`config.mk`:
```
export PLATFORM = sky130hd
export DESIGN_NAME = vfd_host_register_port
export DESIGN_NICKNAME = d
export VERILOG_FILES = /design/src/rtl/vhp_pkg.sv /design/src/rtl/vfd_host_register_port.sv
export SDC_FILE = /design/constraint.sdc
export NUM_CORES = 2
export LEC_CHECK = 0
export BUFFER_PORTS_ARGS = -buffer_cell sky130_fd_sc_hd__buf_2
export CAP_MARGIN = 30
export CORE_AREA = 5 5 504 382
export DETAILED_ROUTE_END_ITERATION = 8
export DIE_AREA = 0 0 509 387
export PLACE_DENSITY = 0.54
export RECOVER_POWER = 50
export SYNTH_ARGS = -nofsm -noshare
export SYNTH_HDL_FRONTEND = slang
export SYNTH_SLANG_ARGS = --single-unit
```
`constraint.sdc`:
```
create_clock -name ref_clk -period 9.44 [get_ports ref_clk]
set_clock_uncertainty 0.05 [all_clocks]
set_input_delay 0.472 -clock ref_clk [delete_from_list [all_inputs] [get_ports ref_clk]]
set_output_delay 0.472 -clock ref_clk [all_outputs]
set_load 0.1 [all_outputs]
```
`src/rtl/vhp_pkg.sv`:
```
package vhp_pkg;
  localparam int SYNC_W = 17;
  localparam logic [6:0] AC_RESET = 7'h00;
  localparam logic [7:0] DR_RESET = 8'h00;
  localparam logic [7:0] CMD_RESET = 8'h00;
  localparam logic INC_RESET = 1'b1;
  localparam int CHAR_DEPTH = 128;
  localparam int GLYPH_DEPTH = 64;
  localparam int SER_BITS = 8;
  localparam logic [2:0] SER_LAST = 3'h7;
  localparam int HDR_RS_BIT = 1;
  localparam int HDR_RD_BIT = 0;
  localparam int CMD_CHAR_ADDR_BIT = 7;
  localparam int CMD_GLYPH_ADDR_BIT = 6;
  localparam logic [5:0] CMD_ENTRY_CODE = 6'h01;
  localparam int CMD_ENTRY_DIR_BIT = 1;
  localparam logic BUSY_VALUE = 1'b0;
  localparam real RESET_WAIT_US = 100.0;
  localparam real CLK_MHZ = 10.0;
  localparam int RESET_WAIT_CYC = int'(RESET_WAIT_US * CLK_MHZ);
endpackage

```
`src/rtl/vfd_host_register_port.sv`:
```
`timescale 1ns/1ps
// Functional notes
// - Strap low selects serial link, strap high selects parallel bus.
// - Parallel transfers are four or eight bits wide, set by configuration.
// - Exactly two eight-bit host registers: command and transfer data.
// - Command register is write only; its read never returns its contents.
// - Command byte is an instruction, possibly carrying a RAM address.
// - Data register writes are copied into the selected RAM automatically.
// - Address command prefetches the addressed RAM byte into the data register.
// - Each data read prefetches the next RAM location.
// - Write with select low loads the command register, M68 or i80 style.
// - Status read gives busy on bit seven, address counter below.
// - Write with select high updates RAM and steps the address counter; the data register keeps its prefetched value.
// - Read with select high returns the prefetched data register.
// - Busy indicator always reads zero.
// - Address command loads the address counter and selects the RAM.
// - Each RAM data access steps the address counter up or down.
module vfd_host_register_port import vhp_pkg::*; (
  input wire logic ref_clk,
  input wire logic resetn,
  input wire logic interfaceModeStrap,
  input wire logic busStyleI80,
  input wire logic busWidth4,
  input wire logic chipSelectN,
  input wire logic registerSelect,
  input wire logic enableRdN,
  input wire logic readWriteWrN,
  input wire logic [7:0] parallelDataBusIn,
  output logic [7:0] parallelDataBusOut,
  output logic parallelDataBusOe,
  input wire logic serialStrobeN,
  input wire logic shiftClock,
  input wire logic serialIn,
  output logic serialOut,
  output logic serialOutOe,
  output logic commandStrobe,
  output logic [7:0] commandCode
);

  ////////////////////////////////////////////////////////////////////////////
  // Every pin except busWidth4 passes two flops before any logic looks at it.
  logic rstA_q, rstB_q;
  logic [SYNC_W-1:0] syncA_q, syncB_q, pins;

  always_ff @(posedge ref_clk or negedge resetn) begin
    if (!resetn) begin
      rstA_q <= 1'b0;
      rstB_q <= 1'b0;
    end else begin
      rstA_q <= 1'b1;
      rstB_q <= rstA_q;
    end
  end

  assign pins = {interfaceModeStrap, chipSelectN, registerSelect, enableRdN, readWriteWrN,
                 serialStrobeN, shiftClock, serialIn, parallelDataBusIn, busStyleI80};

  always_ff @(posedge ref_clk or negedge rstB_q) begin
    if (!rstB_q) begin
      syncA_q <= '0;
      syncB_q <= '0;
    end else begin
      syncA_q <= pins;
      syncB_q <= syncA_q;
    end
  end

  logic strapPar, csN, rsPin, eRd, rwWr, stN, sck, si, i80;
  logic [7:0] dbIn;
  assign {strapPar, csN, rsPin, eRd, rwWr, stN, sck, si, dbIn, i80} = syncB_q;

  ////////////////////////////////////////////////////////////////////////////
  // Host registers, RAM and address counter.
  logic [7:0] charRam [CHAR_DEPTH];
  logic [7:0] glyphRam [GLYPH_DEPTH];
  logic [6:0] ac_q, ac_d;
  logic [7:0] dr_q, dr_d, cmd_q, cmd_d;
  logic glyphSel_q, glyphSel_d, incMode_q, incMode_d, pf_q, pf_d, cmdStb_q, cmdStb_d;
  logic accV, accRs, accRd, ramWr;
  logic [7:0] accData;

  function automatic logic [7:0] readValue(input logic rs, input logic [7:0] dr,
                                           input logic [6:0] ac);
    readValue = rs ? dr : {BUSY_VALUE, ac};
  endfunction

  always_comb begin
    ac_d = ac_q;
    dr_d = dr_q;
    cmd_d = cmd_q;
    glyphSel_d = glyphSel_q;
    incMode_d = incMode_q;
    pf_d = 1'b0;
    cmdStb_d = 1'b0;
    ramWr = 1'b0;
    if (pf_q) begin
      dr_d = glyphSel_q ? glyphRam[ac_q[5:0]] : charRam[ac_q];
    end
    if (accV && !accRd && !accRs) begin
      cmd_d = accData;
      cmdStb_d = 1'b1;
      if (accData[CMD_CHAR_ADDR_BIT]) begin
        ac_d = accData[6:0];
        glyphSel_d = 1'b0;
        pf_d = 1'b1;
      end else if (accData[CMD_GLYPH_ADDR_BIT]) begin
        ac_d = {1'b0, accData[5:0]};
        glyphSel_d = 1'b1;
        pf_d = 1'b1;
      end else if (accData[7:2] == CMD_ENTRY_CODE) begin
        incMode_d = accData[CMD_ENTRY_DIR_BIT];
      end
    end
    if (accV && accRs) begin
      ramWr = !accRd;
      ac_d = incMode_q ? 7'(ac_q + 7'h01) : 7'(ac_q - 7'h01);
      pf_d = accRd;
    end
  end

  always_ff @(posedge ref_clk or negedge rstB_q) begin
    if (!rstB_q) begin
      ac_q <= AC_RESET;
      dr_q <= DR_RESET;
      cmd_q <= CMD_RESET;
      glyphSel_q <= 1'b0;
      incMode_q <= INC_RESET;
      pf_q <= 1'b0;
      cmdStb_q <= 1'b0;
    end else begin
      ac_q <= ac_d;
      dr_q <= dr_d;
      cmd_q <= cmd_d;
      glyphSel_q <= glyphSel_d;
      incMode_q <= incMode_d;
      pf_q <= pf_d;
      cmdStb_q <= cmdStb_d;
    end
  end

  // RAM contents have no reset; only data register writes change them.
  always_ff @(posedge ref_clk) begin
    if (ramWr && glyphSel_q) begin
      glyphRam[ac_q[5:0]] <= accData;
    end
    if (ramWr && !glyphSel_q) begin
      charRam[ac_q] <= accData;
    end
  end

  ////////////////////////////////////////////////////////////////////////////
  // Parallel bus: an access completes on the trailing edge of its strobe.
  logic pAct, pRead, pAct_q, pAct_d, pRs_q, pRs_d, pRd_q, pRd_d, nibHi_q, nibHi_d;
  logic [7:0] pData_q, pData_d, dbOut_q, dbOut_d, rdVal;
  logic [3:0] hiNib_q, hiNib_d;
  logic dbOe_q, dbOe_d, pEnd, pDone;

  assign pAct = strapPar && !csN && (i80 ? (!eRd || !rwWr) : eRd);
  assign pRead = i80 ? !eRd : rwWr;
  assign pEnd = pAct_q && !pAct;
  assign pDone = pEnd && (!busWidth4 || !nibHi_q);
  assign rdVal = readValue(rsPin, dr_q, ac_q);

  always_comb begin
    pAct_d = pAct;
    pRs_d = pAct ? rsPin : pRs_q;
    pRd_d = pAct ? pRead : pRd_q;
    pData_d = pAct ? dbIn : pData_q;
    nibHi_d = nibHi_q;
    hiNib_d = hiNib_q;
    if (!busWidth4 || !strapPar) begin
      nibHi_d = 1'b1;
    end else if (pEnd) begin
      nibHi_d = !nibHi_q;
      hiNib_d = nibHi_q ? pData_q[7:4] : hiNib_q;
    end
    dbOe_d = pAct && pRead;
    if (!busWidth4) begin
      dbOut_d = rdVal;
    end else begin
      dbOut_d = nibHi_q ? {rdVal[7:4], 4'h0} : {rdVal[3:0], 4'h0};
    end
  end

  always_ff @(posedge ref_clk or negedge rstB_q) begin
    if (!rstB_q) begin
      pAct_q <= 1'b0;
      pRs_q <= 1'b0;
      pRd_q <= 1'b0;
      pData_q <= 8'h00;
      nibHi_q <= 1'b1;
      hiNib_q <= 4'h0;
      dbOut_q <= 8'h00;
      dbOe_q <= 1'b0;
    end else begin
      pAct_q <= pAct_d;
      pRs_q <= pRs_d;
      pRd_q <= pRd_d;
      pData_q <= pData_d;
      nibHi_q <= nibHi_d;
      hiNib_q <= hiNib_d;
      dbOut_q <= dbOut_d;
      dbOe_q <= dbOe_d;
    end
  end

  ////////////////////////////////////////////////////////////////////////////
  // Serial link: first byte of a frame is a header holding select and
  // direction, then data bytes follow while the strobe stays low.
  logic sAct, sckP_q, sckRise, sckFall, hdr_q, hdr_d, sRs_q, sRs_d, sRd_q, sRd_d;
  logic load_q, load_d, sDone, sOut_q, sOe_q;
  logic [2:0] bit_q, bit_d;
  logic [7:0] shIn_q, shIn_d, shOut_q, shOut_d, byteIn;

  assign sAct = !strapPar && !stN;
  assign sckRise = sck && !sckP_q;
  assign sckFall = !sck && sckP_q;
  assign byteIn = {shIn_q[6:0], si};
  assign sDone = sAct && sckRise && (bit_q == SER_LAST) && !hdr_q;

  always_comb begin
    bit_d = bit_q;
    shIn_d = shIn_q;
    shOut_d = shOut_q;
    hdr_d = hdr_q;
    sRs_d = sRs_q;
    sRd_d = sRd_q;
    load_d = load_q;
    if (!sAct) begin
      bit_d = 3'h0;
      hdr_d = 1'b1;
      load_d = 1'b0;
    end else begin
      if (sckRise) begin
        shIn_d = byteIn;
        bit_d = 3'(bit_q + 3'h1);
        if (bit_q == SER_LAST && hdr_q) begin
          hdr_d = 1'b0;
          sRs_d = byteIn[HDR_RS_BIT];
          sRd_d = byteIn[HDR_RD_BIT];
          load_d = byteIn[HDR_RD_BIT];
        end else if (sDone && sRd_q) begin
          load_d = 1'b1;
        end
      end else if (sckFall && bit_q != 3'h0) begin
        shOut_d = {shOut_q[6:0], 1'b0};
      end
      // Wait out the prefetch so the next byte is the fresh one.
      if (load_q && !pf_q && !pf_d) begin
        shOut_d = readValue(sRs_q, dr_q, ac_q);
        load_d = 1'b0;
      end
    end
  end

  always_ff @(posedge ref_clk or negedge rstB_q) begin
    if (!rstB_q) begin
      sckP_q <= 1'b0;
      bit_q <= 3'h0;
      shIn_q <= 8'h00;
      shOut_q <= 8'h00;
      hdr_q <= 1'b1;
      sRs_q <= 1'b0;
      sRd_q <= 1'b0;
      load_q <= 1'b0;
      sOut_q <= 1'b0;
      sOe_q <= 1'b0;
    end else begin
      sckP_q <= sck;
      bit_q <= bit_d;
      shIn_q <= shIn_d;
      shOut_q <= shOut_d;
      hdr_q <= hdr_d;
      sRs_q <= sRs_d;
      sRd_q <= sRd_d;
      load_q <= load_d;
      sOut_q <= shOut_q[7];
      sOe_q <= sAct && !hdr_q && sRd_q;
    end
  end

  ////////////////////////////////////////////////////////////////////////////
  // One access stream feeds the register core; the strap picks the source.
  always_comb begin
    if (strapPar) begin
      accV = pDone;
      accRs = pRs_q;
      accRd = pRd_q;
      accData = busWidth4 ? {hiNib_q, pData_q[7:4]} : pData_q;
    end else begin
      accV = sDone;
      accRs = sRs_q;
      accRd = sRd_q;
      accData = byteIn;
    end
  end

  assign parallelDataBusOut = dbOut_q;
  assign parallelDataBusOe = dbOe_q;
  assign serialOut = sOut_q;
  assign serialOutOe = sOe_q;
  assign commandStrobe = cmdStb_q;
  assign commandCode = cmd_q;

endmodule

```
==> metrics <==
PwrDens=roughly 290 nW/um^2; #FFs+latches synth=~1600; vias in the first global route=roughly 35000; Max Cap Viol=17; commonest register cell after synthesis=edfxtp_1; first-pass GRT wire length=roughly 270 mm; Worst Setup Start Kind=flop; Peak supply drop=~0.22 mV; Hold Crit Class=in -> reg; Final HPWL DP=between 100 and 150 mm; post_cts resized=0; clock sink count=approximately 1600; number of synthesized flops with an enable pin=approximately 1500; CP Class=reg -> reg; Slew @ Worst Pin=between 5000 and 6000 ps; Synth area leaders=edfxtp_1 (71%), mux4_2 (4.5%), dfrtp_1 (4.2%); Starting Density=0.348; post-synthesis sequential area ratio=0.752; Design Power=between 20000 and 25000 uW; Final Critical Period=roughly 6700 ps; Vias per Instance=around 5.7; Syn Nets=approximately 3700; Crit. End Element=flop; most common cell in the netlist=edfxtp_1; later-pin clock latency in the skew report=~800 ps; largest net degree at the start of global routing=about 200; layout net count=3790; share of post-route cells with drive strength above 1=0.162; initial detailed-routing violation count=about 4800; antenna violations before repair=8; Layout area overhead=12.5%; asr flop ratio synth=0.0685; Static Leak=0.0230 uW; Mapped Area=~65000 sq um; most frequent cells after synthesis=edfxtp_1 (1536), nor2_1 (277), mux2i_1 (251); GRT overflow=0; top cell type by total area after synthesis=edfxtp_1; Slew Limit Fails=roughly 1000; setup violators final=0; Max Freq=149 MHz; Vias=36454; Arrival @ worst endpoint=between 7000 and 8000 ps; Final Hold Viols=0; CTS tree=built; Final Cycle Share=0.713; Root Driver=clkbuf_16; Distinct cells, synth=between 90 and 100; RSZ-0062 raised after global routing=no; H-tree levels=4; number of synthesis warnings=0; Syn Area/Cell=between 15 and 20 sq um; drt wl/cell=~30 microns; status=finished, violations left; # fillers=17044; Setup Total Neg Slack=0 ps; Die Ht=387 microns; I/O pins=40; die area=between 150000 and 200000 sq um; DRT Pass-1 Iters=5; Die W=just over 500 microns; FP Rows=roughly 140; Routability Congestion=~0.84; largest fanout on the critical path=31; violated checks=capacitance limit, slew limit; DRC=0; IO Port Bufs=39; post-synth top area share=0.709; Clock Tree Buf Depth=3; Synth Instances=3667; CTS Buf Count=between 150 and 200; Worst-path clk slew=~70 ps; core box area=between 150000 and 200000 sq um; final wirelength=194 mm; Req. time, crit path=roughly 10000 ps; gr usage total=0.193; Rel. slew slack=-2.37; DRT antenna net count=0
-- cell usage in the layout (no fill, tap or decap), drive strengths merged, types with 7 or more instances in the layout --
cell         count
a221oi         100
inv             21
ha               8
dlygate4sd3     19
nor2b            9
buf            102
o211ai          27
clkinv          74
o21ai           73
o2111ai         13
a21oi          123
mux2           109
mux4           136
a21o            10
nor2           279
nand2          171
o221ai          21
nor3            16
nand4           11
a22o            13
a22oi          108
dfrtp          110
bufinv          15
a31oi           21
a211oi          19
o22ai           17
clkinvlp         7
a311oi           8
clkbuf         231
nand2b           7
edfxtp        1536
o2bb2ai         16
nand3           57
a221o           33
mux2i          251
and3            13
a2111oi          9
-- layer usage --
layer | track usage | part of all wire
met1 | 0.300 | 0.46
met2 | 0.268 | 0.42
met3 | 0.0511 | 0.10
met4 | 0.0428 | 0.020
met5 | 0 | 0.000088
-- stage by stage --
step	cell area [sq um]	utilization	instances	setup slack, ps	hold WS, ps
after floorplan	65100	-	3667	1170	126
after global placement	67800	0.362	6085	4090	207
after CTS	73300	0.392	6404	4650	23.7
final	73200	0.391	6411	2710	90.9
after global routing	73200	0.391	6409	2290	65.4
after detailed placement	67900	0.363	6097	4680	208
-- report_power, final --
part	switching (uW)	internal (uW)	leakage (uW)
registers	203	8420	0.0153
logic	4300	1750	0.00518
clock network	2850	3620	0.00256
-- path summary, 6_finish.rpt --
check / startpoint / to / slack [ps] / cells after the start
min reg2reg: syncA_q[7] / syncB_q[7] / 290 / 0
min: busWidth4 / parallelDataBusOut[3] / 90 / 2
min in group asynchronous: resetn / rstA_q / 490 / 3
max in group asynchronous: rstB_q / ac_q[5] / 4200 / 1
max: ac_q[3] / dr_q[7] / 2710 / 9
max reg2reg: ac_q[3] / dr_q[7] / 2710 / 9
-- flip-flops by register name, summed over array words and instances, names as in the netlist, 3 cells and up --
name                cells
hiNib_q                 4
charRam              1024
dr_q                    8
syncB_q                17
pData_q                 8
glyphRam              512
shIn_q                  7
parallelDataBusOut      8
syncA_q                17
bit_q                   3
commandCode             8
shOut_q                 8
ac_q                    7
-- critical path: stages, from the launching register on --
cell	delay [ps]
dfrtp_2	390
clkbuf_1	1670
clkbuf_1	1890
nand2b_1	300
buf_4	390
a21oi_1	270
o221ai_1	170
a41oi_1	690
o31ai_1	280
a2111oi_1	410
-- cells by family (layout without fill, tap and decap cells) --
| group | count (synthesis) | in the layout | synth area share |
|---|---|---|---|
| buffers and inverters | 248 | 469 | 0.0255 |
| AND/OR/NAND/NOR | 594 | 594 | 0.0398 |
| flip-flops | 1649 | 1649 | 0.752 |
| XOR/XNOR | 7 | 7 | 0.000942 |
| multiplexers | 496 | 496 | 0.105 |
| adder cells (fa/ha/maj) | 9 | 9 | 0.00185 |
| AO/OA/AOI/OAI | 663 | 663 | 0.0745 |
| other | 1 | 4 | 0.0000576 |
-- what timing repair did --
item | in CTS | in global routing
endpoints found under the hold margin | 19 | 0
hold buffers | 19 | 0
buffers inserted | 0 | 0
setup endpoints to repair | 0 | 0
-- final cells by class --
| cell class | instances | area, sq um | share of cell area |
|---|---|---|---|
| clock buffers | 192 | 4220 | 0.0576 |
| repair buffers | 160 | 1120 | 0.0153 |
| multi-input cells | 1770 | 14600 | 0.199 |
| diodes | 3 | 7.51 | 0.000103 |
| flip-flops and latches | 1649 | 49000 | 0.669 |
| clock inverters | 96 | 1040 | 0.0142 |
| inverters | 21 | 82.6 | 0.00113 |
| well taps | 2520 | 3150 | 0.0431 |
No activity file was read; power rests on OpenSTA's default activity.
